**config.mk**
```make
export PLATFORM = sky130hd
export DESIGN_NAME = bhp_host_port
export DESIGN_NICKNAME = d
export VERILOG_FILES = /design/src/bhp_host_port.v /design/src/bhp_pin_sync.v
export VERILOG_INCLUDE_DIRS = /design/src
export SDC_FILE = /design/constraint.sdc
export NUM_CORES = 1
export LEC_CHECK = 0
export ABC_AREA = 1
export BUFFER_PORTS_ARGS = -buffer_cell sky130_fd_sc_hd__buf_2
export CORE_MARGIN = 4
export CORE_UTILIZATION = 52
export DETAILED_ROUTE_END_ITERATION = 8
export GPL_ROUTABILITY_DRIVEN = 0
export PLACE_DENSITY = 0.9
export SLEW_MARGIN = 10
export SYNTH_ARGS = -nofsm -noshare
export SYNTH_HDL_FRONTEND = slang
export SYNTH_HIERARCHICAL = 1
export SYNTH_SLANG_ARGS = --single-unit
```
**constraint.sdc**
```tcl
create_clock -name mclk -period 1.88 [get_ports mclk]
set_input_delay 0.094 -clock mclk [delete_from_list [all_inputs] [get_ports mclk]]
set_output_delay 0.094 -clock mclk [all_outputs]
set_load 0.03 [all_outputs]
```
**src/bhp_consts.vh**
```
`ifndef BHP_CONSTS_VH
`define BHP_CONSTS_VH
`define BHP_SEL_W        3
`define BHP_NREGS        8
`define BHP_GPIO_W       8
`define BHP_IVR_RESET    8'h0F
`define BHP_GPIO_RESET   8'h00
`define BHP_REG_RESET    8'h00
`define BHP_GP_SEL0      0
`define BHP_GP_DIR       3
`define BHP_GP_STROBE    4
`define BHP_GP_REQ       5
`define BHP_GP_ACK       6
`endif

```
**src/bhp_host_port.v**
```verilog
// Operation
// - host select lines pick the target register
// - read strobe: device drives the byte bus
// - write strobe: byte captured at strobe release
// - enabled request condition asserts service request
// - request released on clear, mask, DMA acknowledge, reset
// - DMA mode: acknowledge strobes port transfers
// - vector mode: acknowledge drives vector holder out
// - vector read ignores controls, keeps state
// - unused port pins become general purpose bits
// - request pin as gpio drives both levels
`timescale 1ns/10ps
`include "bhp_consts.vh"
module bhp_host_port
(
  input  wire       mclk,
  input  wire       rst,
  // pins (sampled through synchronisers)
  input  wire [2:0] hostRegSelect,
  input  wire       hostDirectionSelect,
  input  wire       hostStrobeEnableN,
  input  wire       hostAcknowledgeInputN,
  input  wire [7:0] hostByteBusIn,
  output reg  [7:0] hostByteBusOut,
  output reg        hostByteBusOe,
  output reg        hostServiceRequestOut,
  output reg        hostServiceRequestOe,
  // gpio pad side for pins PORT_B_GPIO_BITS (bit 0 = PB8)
  output reg  [6:0] gpioOut,
  output reg  [6:0] gpioOe,
  output reg  [6:0] gpioIn,
  // core side
  input  wire       portEnable,
  input  wire       ackIsDma,
  input  wire [7:0] vectorValue,
  input  wire       requestCondition,
  input  wire       requestMask,
  input  wire [6:0] gpioData,
  input  wire [6:0] gpioDir,
  input  wire [7:0] readData,
  output reg  [2:0] accessSelect,
  output reg        readStrobe,
  output reg        writeStrobe,
  output reg  [7:0] writeData,
  output reg        dmaStrobe
);

  wire [2:0] selS;
  wire       dirS;
  wire       strobeAS;
  wire       ackAS;
  wire [7:0] busS;
  // active-low pins pass the synchroniser inverted so that its reset
  // value reads as idle; otherwise reset would fake a strobe edge
  wire       strobeNS = ~strobeAS;
  wire       ackNS    = ~ackAS;

  bhp_pin_sync #(.WIDTH(14)) pinSync
  (
    .mclk   (mclk),
    .rst    (rst),
    .pinIn  ({hostRegSelect, hostDirectionSelect, ~hostStrobeEnableN,
              ~hostAcknowledgeInputN, hostByteBusIn}),
    .pinOut ({selS, dirS, strobeAS, ackAS, busS})
  );

  reg       strobePrevReg;
  reg       ackPrevReg;
  reg       dirLatchReg;
  reg [2:0] selLatchReg;
  reg       requestNext;

  wire strobeOn   = portEnable & ~strobeNS;
  wire strobeFall = strobeOn & strobePrevReg;
  wire strobeRise = portEnable & strobeNS & ~strobePrevReg;
  wire ackOn      = portEnable & ~ackNS;
  wire ackFall    = ackOn & ackPrevReg;
  wire ackRise    = portEnable & ackNS & ~ackPrevReg;
  // vector cycle only when the request was already out
  wire vecCycle   = ackOn & ~ackIsDma & hostServiceRequestOe;

  always @*
  begin
    requestNext = requestCondition & ~requestMask;
    if (ackOn & ackIsDma)
      requestNext = 1'b0;
  end

  always @(posedge mclk or posedge rst)
  begin
    if (rst)
    begin
      strobePrevReg         <= 1'b1;
      ackPrevReg            <= 1'b1;
      dirLatchReg           <= 1'b0;
      selLatchReg           <= 3'h0;
      hostByteBusOut        <= `BHP_REG_RESET;
      hostByteBusOe         <= 1'b0;
      hostServiceRequestOut <= 1'b0;
      hostServiceRequestOe  <= 1'b0;
      gpioOut               <= 7'h00;
      gpioOe                <= 7'h00;
      gpioIn                <= 7'h00;
      accessSelect          <= 3'h0;
      readStrobe            <= 1'b0;
      writeStrobe           <= 1'b0;
      writeData             <= `BHP_REG_RESET;
      dmaStrobe             <= 1'b0;
    end
    else
    begin
      strobePrevReg <= strobeNS;
      ackPrevReg    <= ackNS;
      readStrobe    <= 1'b0;
      writeStrobe   <= 1'b0;
      dmaStrobe     <= 1'b0;
      if (!portEnable)
      begin
        // port pins handed over to the general purpose bits
        hostByteBusOe         <= 1'b0;
        hostServiceRequestOe  <= gpioDir[`BHP_GP_REQ];
        hostServiceRequestOut <= gpioData[`BHP_GP_REQ];
        gpioOut <= gpioData;
        gpioOe  <= gpioDir;
        gpioIn  <= {ackNS, 1'b0, strobeNS, dirS, selS};
      end
      else
      begin
        gpioOe <= 7'h00;
        // open drain: pull low when asserted, otherwise release
        hostServiceRequestOut <= 1'b0;
        hostServiceRequestOe  <= requestNext;
        if (vecCycle)
        begin
          // other controls ignored, no internal strobes raised
          hostByteBusOut <= vectorValue;
          hostByteBusOe  <= 1'b1;
        end
        else if (ackOn & ackIsDma)
        begin
          // DMA strobe uses the direction pin for the transfer sense
          if (ackFall)
          begin
            dirLatchReg <= dirS;
            if (dirS)
              dmaStrobe <= 1'b1;
          end
          hostByteBusOut <= readData;
          hostByteBusOe  <= dirLatchReg | (ackFall & dirS);
        end
        else if (strobeOn)
        begin
          if (strobeFall)
          begin
            selLatchReg  <= selS;
            dirLatchReg  <= dirS;
            accessSelect <= selS;
            if (dirS)
              readStrobe <= 1'b1;
          end
          hostByteBusOut <= readData;
          hostByteBusOe  <= strobeFall ? dirS : dirLatchReg;
        end
        else
          hostByteBusOe <= 1'b0;
        if (strobeRise & ~dirLatchReg & ~vecCycle)
        begin
          accessSelect <= selLatchReg;
          writeData    <= busS;
          writeStrobe  <= 1'b1;
        end
        if (ackRise & ackIsDma & ~dirLatchReg)
        begin
          writeData <= busS;
          dmaStrobe <= 1'b1;
        end
      end
    end
  end

endmodule // bhp_host_port

```
**src/bhp_pin_sync.v**
```verilog
`timescale 1ns/10ps
// three-stage synchroniser; output moves only when stages two and three agree
module bhp_pin_sync
#(
  parameter WIDTH = 1
)
(
  input  wire             mclk,
  input  wire             rst,
  input  wire [WIDTH-1:0] pinIn,
  output reg  [WIDTH-1:0] pinOut
);

  reg [WIDTH-1:0] s1Reg;
  reg [WIDTH-1:0] s2Reg;
  reg [WIDTH-1:0] s3Reg;
  integer i;

  always @(posedge mclk or posedge rst)
  begin
    if (rst)
    begin
      s1Reg  <= {WIDTH{1'b0}};
      s2Reg  <= {WIDTH{1'b0}};
      s3Reg  <= {WIDTH{1'b0}};
      pinOut <= {WIDTH{1'b0}};
    end
    else
    begin
      s1Reg <= pinIn;
      s2Reg <= s1Reg;
      s3Reg <= s2Reg;
      for (i = 0; i < WIDTH; i = i + 1)
        if (s2Reg[i] == s3Reg[i])
          pinOut[i] <= s3Reg[i];
    end
  end

endmodule // bhp_pin_sync

```
==> metrics list, run 1 <==
- Yosys mapped a number of flops with a built-in enable equal to 0.
- Category of the critical setup timing path: register to register
- For the worst setup path, the data required time is 2.18 ns.
- Clock latency on the worst-skew pair, taken at its later pin, is 0.37 ns.
- Count of boundary I/O pins: 96
- The first global-routing pass estimated 12900 um of wire.
* Clock tree from TritonCTS: built
* Min-Delay Path Class: primary input to register
* Setup TNS: 0 ns
* Die W: 94.1 um
* Flip-flop and latch count after synthesis: 107
* Maximum number of pins on one net before global-route repair: 30
- Worst Skew: 0.00984 ns
- The core region is 0.00721 mm2.
* Data arrival time of the critical path: 1.92 ns
- Net count after synthesis: 406
* Highest cell delay on the worst timing path: 0.47 ns
- STA classifies the critical path endpoint as a register.
- Before CTS, the worst setup slack after placement is 0.286 ns.
* Ys async rst share: 1.00
* Startpoint type of the worst setup path: register
* Worst hold slack after final layout: 0.0120 ns
- Of the post-synthesis cell area, the dominant cell type holds 0.682.
- The floorplan step defined a die boundary enclosing 0.00885 mm2.
- Via count: 2773
- Cell with the most instances on the worst path: sky130_fd_sc_hd__nand2_1
- Layout-stage area growth over the synthesis result: 26.5%
- Total global routing overflow: 0
- Of the cells placed in the final design, the portion with a size suffix greater than 1 is 0.278.
- The number of antenna diodes in the final layout is 0.
- For this design, the CTS-stage hold fixing added 29 buffers.
* Worst relative slew slack: 0.597
- Residual DRC count: 0
- The die is 94.1 um tall.
- Clock buffer depth: 2
* Final worst slack: 0.259 ns
* Most repeated cell in the gate-level netlist after synthesis: sky130_fd_sc_hd__dfrtp_1
- Routed Wire Length: 7560 um
- Along the worst path, the maximum fanout reaches 24.
* Power per cell area: 1070 mW/mm2
* Gr usage total: 0.186
* Share of the core filled with cells in the final layout: 0.676
- Slew at the pin closest to its max-slew limit: 0.604 ns
- In the synthesized netlist, the cells that appear most often are 105 x sky130_fd_sc_hd__dfrtp_1, 77 x sky130_fd_sc_hd__nand2_1, 48 x sky130_fd_sc_hd__inv_1.
* Number of gates given a new drive strength after cts: 0
- # setup viols final: 0
- Among all stages on the critical path, the largest delay is contributed by sky130_fd_sc_hd__dfrtp_1.
- By area the synthesized netlist is led by sky130_fd_sc_hd__dfrtp_1 68%, sky130_fd_sc_hd__nand2_1 7.5%, sky130_fd_sc_hd__inv_1 4.7%.
- Post-detailed-route count of antenna-violating nets: 0
- The run finished with clean final reports.
* Number of buffers added on ports: 94
- The largest total area in the synthesized netlist belongs to sky130_fd_sc_hd__dfrtp_1.
- For this block, the initial DRC count from the detailed router was 114.
- CTS clock-pin slew for the worst setup and hold paths: 0.09 ns
- RSZ-0062 raised after global routing: no
* Number of core rows: 31
- The number of hold violations in the final report was 0.
* Max VDD drop: 0.681 mV
- The first TritonRoute pass finished after 4 iterations.
* Synthesized area per cell: 10.8 um2
* CTS buffer count: 9
* Syn Inst Count: 356
* HPWL reported at the end of detailed placement: 5240 um
- Max Clock Freq: 617 MHz
- Via density: 4.72
- Subtracting the final worst setup slack from the clock period gives 1.62 ns.
- After synthesis the cells add up to 0.00385 mm2.
- Summed over all cells, the static leakage comes to 2.64 nW.
- The initial utilization of the core area, before any placement, comes to 0.534.
- Post-layout nets: 534
- After clock tree synthesis, the setup repair step added 0 buffers.
- The max-slew violation count came to 0.
* Part of the Yosys area used for sequential elements: 0.695
* Clk sink count: 107
- After detailed routing, the average wire length per cell comes to 12.9 um.
- Of the available clock period, the critical path in the final layout requires 0.862.
- Distinct cell type count of the synthesized netlist: 24
* Max-cap viol count: 0
- Commonest register cell after synthesis: sky130_fd_sc_hd__dfrtp_1
- The Yosys step of the flow raised 6 warnings.
* Clk Tree Root Cell: sky130_fd_sc_hd__clkbuf_8
- In this run the number of H-tree levels came out at 3.
- Via count of the first global-routing pass: 2936
- The number of antenna violations at the first check in global routing was 0.
- The signal on the critical path passes through nand2_2 > inv_2 > nand2_4 > nand3_1 > nand2_1 > nand2_1 > nand2_1.
cell type report:
class,instances,area [um2]
clock inverters,4,33.8
flip-flops and latches,107,2680
well taps,99,124
repair buffers,127,803
multi-input cells,189,902
clock buffers,12,145
fillers,518,2340
inverters,50,188
path summary, 6_finish.rpt:
kind	start	to	slack, ns	cells after the start
worst max-delay path	pinSync/pinOut[8]$_DFFE_PP0N_	accessSelect[0]$_DFFE_PP0P_	0.26	7
worst min-delay path	requestMask	hostServiceRequestOe$_DFF_PP0_	0.01	3
max in group asynchronous	rst	pinSync/s3Reg[1]$_DFF_PP0_	0.98	4
min in group asynchronous	rst	pinSync/s1Reg[10]$_DFF_PP0_	0.27	3
worst min register to register	pinSync/s1Reg[9]$_DFF_PP0_	pinSync/s2Reg[9]$_DFF_PP0_	0.35	0
worst max register to register	pinSync/pinOut[8]$_DFFE_PP0N_	accessSelect[0]$_DFFE_PP0P_	0.26	7
power breakdown:
group	total, mW	switching, mW	internal, mW
clock	1.26	0.736	0.529
combinational	1.16	0.780	0.380
sequential	2.78	0.182	2.60
total	5.20	1.70	3.51
state kept, by name, indices dropped and copies added, names as in the netlist, 3 cells and up:
| signal | count |
|---|---|
| selLatchReg | 3 |
| pinSync/s1Reg | 14 |
| hostByteBusOut | 8 |
| accessSelect | 3 |
| pinSync/pinOut | 14 |
| writeData | 8 |
| pinSync/s2Reg | 14 |
| gpioOut | 7 |
| pinSync/s3Reg | 14 |
| gpioOe | 7 |
| gpioIn | 6 |
per-layer routing:
| metal | wire [um] | vias to the layer above | global-route usage | part of all wire |
|---|---|---|---|---|
| met1 | 3130 | 1313 | 0.223 | 0.41 |
| met3 | 549 | 10 | 0.0361 | 0.073 |
| met4 | 125 | 0 | 0.0722 | 0.017 |
| met5 | 0 | - | 0 | 0 |
| li1 | - | 1354 | - | - |
| met2 | 3750 | 96 | 0.331 | 0.50 |
logic make-up after synthesis:
kind of cell	after synthesis	synth area share
mux	6	0.0175
simple gates	138	0.155
flops	107	0.695
buf+inv	60	0.0705
compound gates	44	0.0604
other cells	1	0.000973
critical path, delay by kind of cell, from the launching register on:
family | cells | cell delay (ns)
flops | 1 | 0.47
buf+inv | 1 | 0.04
simple gates | 6 | 1.04
metrics by stage:
step | instances | cell area, um2 | power [mW]
2_1_floorplan | 356 | 3850 | 3.57
3_3_place_gp | 543 | 4410 | 3.90
3_5_place_dp | 543 | 4410 | 3.95
4_1_cts | 588 | 4880 | 5.26
5_1_grt | 588 | 4880 | 5.51
6_report | 588 | 4880 | 5.20
cells in the final DEF, fill, tap and decap left out, types with 2 or more instances in the layout:
| cell | instances |
|---|---|
| sky130_fd_sc_hd__dfrtp_1 | 105 |
| sky130_fd_sc_hd__buf_2 | 94 |
| sky130_fd_sc_hd__nand2_1 | 77 |
| sky130_fd_sc_hd__inv_1 | 46 |
| sky130_fd_sc_hd__nor2_1 | 29 |
| sky130_fd_sc_hd__dlygate4sd3_1 | 29 |
| sky130_fd_sc_hd__nand3_1 | 21 |
| sky130_fd_sc_hd__o21ai_0 | 18 |
| sky130_fd_sc_hd__a21oi_1 | 14 |
| sky130_fd_sc_hd__clkbuf_8 | 10 |
| sky130_fd_sc_hd__o21ai_1 | 8 |
| sky130_fd_sc_hd__mux2_2 | 6 |
| sky130_fd_sc_hd__inv_2 | 4 |
| sky130_fd_sc_hd__nand2_2 | 3 |
| sky130_fd_sc_hd__nand3_2 | 3 |
| sky130_fd_sc_hd__o21ai_2 | 3 |
| sky130_fd_sc_hd__buf_4 | 3 |
| sky130_fd_sc_hd__nand2_4 | 2 |
| sky130_fd_sc_hd__dfstp_2 | 2 |
| sky130_fd_sc_hd__clkinv_4 | 2 |
| sky130_fd_sc_hd__clkbuf_1 | 2 |
(Power assumes the default switching activity.)
==> run 2, diff against run 1 <==
- CORE_UTILIZATION: 52 -> 56
- GPL_TIMING_DRIVEN: unset -> 0
- PLACE_DENSITY: 0.9 -> 0.95
- clock period: 1.88 -> 2.1 ns (I/O delays scaled with it)
==> metrics list, run 2 (synthesis gave the netlist of run 1 again) <==
- Outcome: finished, final reports clean
- Multi-input gate area: 902 um2 (unchanged)
- Number of core rows: 29 (-6.5%)
- Detailed-routing iteration count for the pre-antenna-repair pass: 5 (+1)
- The critical path in this run is classified as register to register.
* Leakage power: 2.70 nW (+2.3%)
- Antenna violations before repair: 0 (unchanged)
- Number of design-rule violations left by the first detailed-router iteration: 292 (+160%)
- The final period utilization is 0.754 (-0.108).
- The post-layout instance count excluding filler cells is 576 (-2.0%).
* Clk Tree Root Cell: sky130_fd_sc_hd__clkbuf_8
* Clock group share of total power: 0.262 (+0.019)
- The switching power of the nets came to 1.71 mW (+0.62%).
* Worst relative slew slack: 0.627 (+0.0297)
- The share of final-layout standard cells stronger than drive strength 1 is 0.287 (+0.00903).
* Clk sink count: 107 (unchanged)
* Via density: 5.18 (+9.9%)
- The worst path setup slack after routing was 0.517 ns (+0.257 ns).
* # setup viols final: 0 (unchanged)
* Critical path endpoint category: register
- Min-Delay Path Class: primary input to register
- The clock latency on the worst-skew pair came to 0.37 ns (about the same).
- Most common library cell in the layout ignoring fill and taps: sky130_fd_sc_hd__dfrtp_1
- Data arrival time of the critical path: 1.90 ns (-0.02 ns)
- The clock-pin transition on the worst setup and hold timing paths came to 0.12 ns (+0.03 ns).
- Setup TNS: 0 ns (unchanged)
- The pin count of the biggest net entering global routing is 33 (+10%).
* Max Clock Freq: 632 MHz (+2.4%)
* Storage element area: 0.00268 mm2 (unchanged)
- The critical path data required time was 2.42 ns (+0.24 ns).
* Startpoint type of the worst setup path: register
- The final routed wire length divided by cell count is 15.7 um (+22%).
- The pin slew with the least headroom to its limit came to 0.559 ns (-0.0445 ns).
* Gr usage total: 0.230 (+0.0438)
- The count of input and output buffers came to 93 (-1.1%).
* Max VDD drop: 0.694 mV (+1.8%)
- Power per cell area: 978 mW/mm2 (-8.3%)
- Worst Skew: 0.0135 ns (+0.00361 ns)
* R2R setup slack: 0.52 ns (+0.26 ns)
- The floorplan die width came to 91.0 um (-3.3%).
* Floorplan die area: 0.00827 mm2 (-6.5%)
- The switching part of the total is 0.350 (+0.0241).
- The logic gate share of total power came to 0.226 (+0.003).
- Post-layout nets: 543 (+1.7%)
* Finished layout cell area: 0.00498 mm2 (+2.2%)
* Max-cap viol count: 0 (unchanged)
- The top cell types in the final layout, fill and taps aside, are 105 x sky130_fd_sc_hd__dfrtp_1, 94 x sky130_fd_sc_hd__buf_2, 77 x sky130_fd_sc_hd__nand2_1, 46 x sky130_fd_sc_hd__inv_1, 31 x sky130_fd_sc_hd__dlygate4sd3_1.
- The H-tree depth is 3 (unchanged).
- The placed wire-length estimate after detailed placement is 5810 um (+11%).
- RSZ-0062 raised after global routing: no
- Clock buffer depth: 2 (unchanged)
* Count of boundary I/O pins: 96 (unchanged)
- The final period demand of the worst path was 1.58 ns (-0.0374 ns).
- Internal Power: 3.17 mW (-9.7%)
* Maximum fanout along the worst path: 10 (-58%)
* Clock tree from TritonCTS: built
- Placed Area: 0.00446 mm2 (+1.1%)
* CTS buffer count: 9 (unchanged)
- The max-slew violation count was 0 (unchanged).
- Via count: 2986 (+7.7%)
- The number of global-route vias before repair is 3152 (+7.4%).
* Number of gates given a new drive strength after cts: 0 (unchanged)
* Starting density of the core: 0.590 (+0.0559)
* Share of the core filled with cells in the final layout: 0.763 (+0.0872)
* Number of hold-slack violations in the final timing report: 0 (unchanged)
- Count of fill cells added during filler insertion: 374 (-28%)
- The routed wire length was 9050 um (+20%).
- Die Y-Extent: 91.0 um (-3.3%)
- The number of routed nets with antenna violations is 0 (unchanged).
- Residual DRC count: 0 (unchanged)
- Layout-stage area growth over the synthesis result: 29.3%
* Pre-CTS setup slack: 0.644 ns (+0.359 ns)
* Worst hold slack after final layout: 0.0302 ns (+0.0182 ns)
* Area of the placeable core: 0.00653 mm2 (-9.5%)
* Total design power: 4.88 mW (-6.3%)
* Reg power frac: 0.513 (-0.021)
- Global-route wire length before repair: 15000 um (+17%)
* Total global routing overflow: 0 (unchanged)
- The number of placed instances, taps included was 528 (-2.8%).
## run 2: worst paths after layout
path | start | to | depth (start not counted)
worst max-delay path | pinSync/pinOut[8]$_DFFE_PP0N_ | writeData[5]$_DFFE_PP0P_ | 5
worst min-delay path | vectorValue[4] | hostByteBusOut[4]$_DFFE_PP0P_ | 3
worst max register to register | pinSync/pinOut[8]$_DFFE_PP0N_ | writeData[5]$_DFFE_PP0P_ | 5
worst min register to register | pinSync/s1Reg[8]$_DFF_PP0_ | pinSync/s2Reg[8]$_DFF_PP0_ | 0
max in group asynchronous | rst | pinSync/pinOut[7]$_DFFE_PP0N_ | 4
min in group asynchronous | rst | writeStrobe$_DFF_PP0_ | 3
## run 2: cell type report
cell class / count / share of cell area
Clock buffer: 9 / 0.0249
Inverter: 50 / 0.0377
Timing Repair Buffer: 126 / 0.164
Clock inverter: 7 / 0.0183
Tap cell: 77 / 0.0193
Antenna cell: 1 / 0.000502
Buffer: 10 / 0.0168
Sequential cell: 107 / 0.538
Multi-Input combinational cell: 189 / 0.181
## run 2: worst max-delay path: stages (launching register included)
cell,delay (ns)
sky130_fd_sc_hd__dfrtp_1,0.50
sky130_fd_sc_hd__nor3_1,0.30
sky130_fd_sc_hd__nand3_2,0.29
sky130_fd_sc_hd__nand2_2,0.27
sky130_fd_sc_hd__nand2_1,0.09
sky130_fd_sc_hd__nand2_1,0.08
## run 2: power groups by stage
stage / logic (mW) / clock network [mW] / registers (mW)
global route: 1.19 / 1.37 / 2.53
finish: 1.10 / 1.28 / 2.50
floorplan: 0.357 / 0 / 2.84
detailed placement: 1.04 / 0 / 2.52
CTS: 1.10 / 1.28 / 2.49
global placement: 0.987 / 0 / 2.50
## run 2: repair_timing
item | CTS | global route
hold buffers | 31 | 0
endpoints found under the hold margin | 73 | 0
buffers inserted | 0 | 0
## run 2: metal layers
| layer | GRT usage | part of all wire |
|---|---|---|
| met3 | 0.0463 | 0.070 |
| met4 | 0.133 | 0.048 |
| met1 | 0.276 | 0.38 |
| met2 | 0.389 | 0.50 |
| met5 | 0 | 0 |
==> run 3, diff against run 2 <==
- CORE_UTILIZATION: 56 -> 52
- PLACE_DENSITY: 0.95 -> 0.9
- clock period: 2.1 -> 1.55 ns (I/O delays scaled with it)
==> metrics list, run 3 (synthesis gave the netlist of run 1 again) <==
- The final routed wire length divided by cell count was 13.8 um (-12%).
- The post-layout instance count excluding filler cells is 602 (+4.5%).
- The number of antenna cells inserted was 0 (-1).
- The H-tree depth is 3 (unchanged).
- Leakage power: 2.71 nW (+0.44%)
- The count of input and output buffers was 93 (unchanged).
* Switching share of power: 0.334 (-0.0160)
- The power density over cell area is 1290 mW/mm2 (+31%).
- CTS clock-pin slew for the worst setup and hold paths: 0.11 ns (about the same)
- The number of antenna violations at the first check in global routing came to 0 (unchanged).
- The number of search-and-repair iterations in the first detailed-routing pass came to 4 (-1).
- The routed wire length was 8290 um (-8.4%).
- Number of placed instances with taps included: 550 (+4.2%)
* Maximum number of pins on one net before global-route repair: 37 (+12%)
- Clock buffer depth: 2 (unchanged)
- The starting utilization of the core area was 0.534 (-0.0559).
- The number of DRC markers in iteration 0 is 120 (-59%).
- The largest fanout of any net on the critical path came to 10 (unchanged).
- Area of the placeable core: 0.00721 mm2 (+10%)
- The number of routed nets with antenna violations is 0 (unchanged).
- In the layout the commonest cells are 105 x sky130_fd_sc_hd__dfrtp_1, 94 x sky130_fd_sc_hd__buf_2, 77 x sky130_fd_sc_hd__nand2_1, 46 x sky130_fd_sc_hd__inv_1, 33 x sky130_fd_sc_hd__dlygate4sd3_1.
- Number of hold-slack violations in the final timing report: 0 (unchanged)
- The total design power was 6.47 mW (+33%).
* Via density: 4.74 (-8.5%)
* Critical path endpoint category: register
- Leaving out fill and tap cells, the most frequent cell in the layout is sky130_fd_sc_hd__dfrtp_1.
- The setup slack of the worst register-to-register path was 0.18 ns (-0.34 ns).
- The count of max-cap constraint violations came to 0 (unchanged).
- The remaining routing DRC violations is 0 (unchanged).
- Net switching power figure: 2.16 mW (+27%)
- The share of final-layout standard cells stronger than drive strength 1 was 0.290 (+0.00311).
- Outcome: finished, final reports clean
- Clk Tree Root Cell: sky130_fd_sc_hd__clkbuf_8
- The critical path data required time is 1.80 ns (-0.62 ns).
* Post-layout nets: 548 (+0.92%)
- The die outline area is 0.00885 mm2 (+7.0%).
- The arrival time of the worst setup path was 1.63 ns (-0.27 ns).
* Startpoint type of the worst setup path: register
- Combinational fraction of design power: 0.226 (about the same)
- The placed wire-length estimate after detailed placement is 5420 um (-6.7%).
- Min-Delay Path Class: primary input to register
- Setup TNS: 0 ns (unchanged)
- Reg power frac: 0.519 (+0.006)
- The clock latency on the worst-skew pair came to 0.38 ns (about the same).
* Worst relative slew slack: 0.641 (+0.0144)
- From synthesis to final layout, the design area changed by 30.5%.
- The chip height was 94.1 um (+3.4%).
* Shortest period the worst path allows: 1.37 ns (-0.209 ns)
* Max Clock Freq: 728 MHz (+15%)
* Worst Skew: 0.0160 ns (+0.00250 ns)
- Share of the core filled with cells in the final layout: 0.697 (-0.0658)
- The maximum vdd drop was 1.06 mV (+52%).
- The floorplan die width came to 94.1 um (+3.4%).
* Clk sink count: 107 (unchanged)
* Gr usage total: 0.204 (-0.0262)
- Category of the critical setup timing path: register to register
* Fraction of the cycle the final worst path needs: 0.886 (+0.132)
- The number of buffers added by the clock tree synthesis step is 9 (unchanged).
- The number of gates given a new drive strength after cts was 0 (unchanged).
- RSZ-0062 raised after global routing: no
* Internal Power: 4.31 mW (+36%)
- Global-route wire length before repair: 13800 um (-7.9%)
* Count of boundary I/O pins: 96 (unchanged)
* Number of max-slew violations in the final report: 0 (unchanged)
- Slew at the pin closest to its max-slew limit: 0.538 ns (-0.0216 ns)
- TritonCTS built the clock tree.
* Via count of the first global-routing pass: 3046 (-3.4%)
- Total global routing overflow: 0 (unchanged)
- The final-report setup violation count is 0 (unchanged).
* Worst hold slack after final layout: 0.0188 ns (-0.0114 ns)
- The cell row count came to 31 (+6.9%).
* Count of fill cells added during filler insertion: 496 (+33%)
* Clock group share of total power: 0.255 (-0.007)
- Via count: 2856 (-4.4%)
run 3: changes by cell type in the layout (fill, tap and decap cells not counted), moves of 2 or more:
cell	before	now
sky130_fd_sc_hd__buf_4	2	5
sky130_fd_sc_hd__clkinv_4	0	2
sky130_fd_sc_hd__clkinv_8	4	0
sky130_fd_sc_hd__dlygate4sd3_1	31	33
sky130_fd_sc_hd__inv_6	3	1
sky130_fd_sc_hd__inv_8	0	2
run 3: layout make-up:
| cell class | instances | area [um2] | share of cell area |
|---|---|---|---|
| flip-flops and latches | 107 | 2680 | 0.533 |
| multi-input cells | 189 | 902 | 0.179 |
| repair buffers | 131 | 858 | 0.171 |
| inverters | 50 | 188 | 0.0373 |
| clock buffers | 10 | 138 | 0.0274 |
| well taps | 99 | 124 | 0.0246 |
| plain buffers | 10 | 83.8 | 0.0167 |
| clock inverters | 6 | 56.3 | 0.0112 |
run 3: worst paths after layout:
check                                                end                          start  depth (start not counted)
max                        hostByteBusOut[3]$_DFFE_PP0P_  pinSync/pinOut[8]$_DFFE_PP0N_                          6
min                        hostByteBusOut[1]$_DFFE_PP0P_                 vectorValue[1]                          3
max reg2reg                hostByteBusOut[3]$_DFFE_PP0P_  pinSync/pinOut[8]$_DFFE_PP0N_                          6
min reg2reg                  pinSync/s2Reg[11]$_DFF_PP0_    pinSync/s1Reg[11]$_DFF_PP0_                          0
max in group asynchronous        strobePrevReg$_DFF_PP1_                            rst                          4
min in group asynchronous     pinSync/s3Reg[9]$_DFF_PP0_                            rst                          3
run 3: worst max-delay path, stage by stage, from the launching register on:
cell                      delay (ns)
sky130_fd_sc_hd__dfrtp_1        0.50
sky130_fd_sc_hd__nand2_2        0.09
sky130_fd_sc_hd__inv_2          0.07
sky130_fd_sc_hd__nand2_4        0.09
sky130_fd_sc_hd__buf_4          0.19
sky130_fd_sc_hd__o21ai_0        0.22
sky130_fd_sc_hd__o21ai_1        0.10
run 3: stage by stage:
step	instance area [um2]	setup WS, ns
2_1_floorplan	3850	0.101
3_3_place_gp	4440	-0.479
3_5_place_dp	4480	0.138
4_1_cts	5010	0.0808
5_1_grt	5030	0.0813
6_report	5030	0.176
run 3: layer usage:
| layer | track usage | vias up | wire length, um |
|---|---|---|---|
| met1 | 0.227 | 1359 | 3230 |
| met3 | 0.0521 | 18 | 626 |
| li1 | - | 1381 | - |
| met4 | 0.0854 | 0 | 179 |
| met5 | 0 | - | 0 |
| met2 | 0.368 | 98 | 4260 |
run 3: power groups by stage:
| stage | clock (mW) | sequential, mW | combinational, mW |
|---|---|---|---|
| floorplan | 0 | 3.84 | 0.484 |
| global placement | 0 | 3.39 | 1.34 |
| CTS | 1.68 | 3.36 | 1.46 |
| global route | 1.81 | 3.41 | 1.60 |
| finish | 1.65 | 3.36 | 1.46 |
| detailed placement | 0 | 3.41 | 1.39 |
run 3: timing repair:
| action | 4_1_cts | 5_1_grt |
|---|---|---|
| hold endpoints to repair | 76 | 0 |
| hold buffers | 33 | 0 |
| buffers inserted | 0 | 3 |
| endpoints found under the setup margin | 0 | 8 |
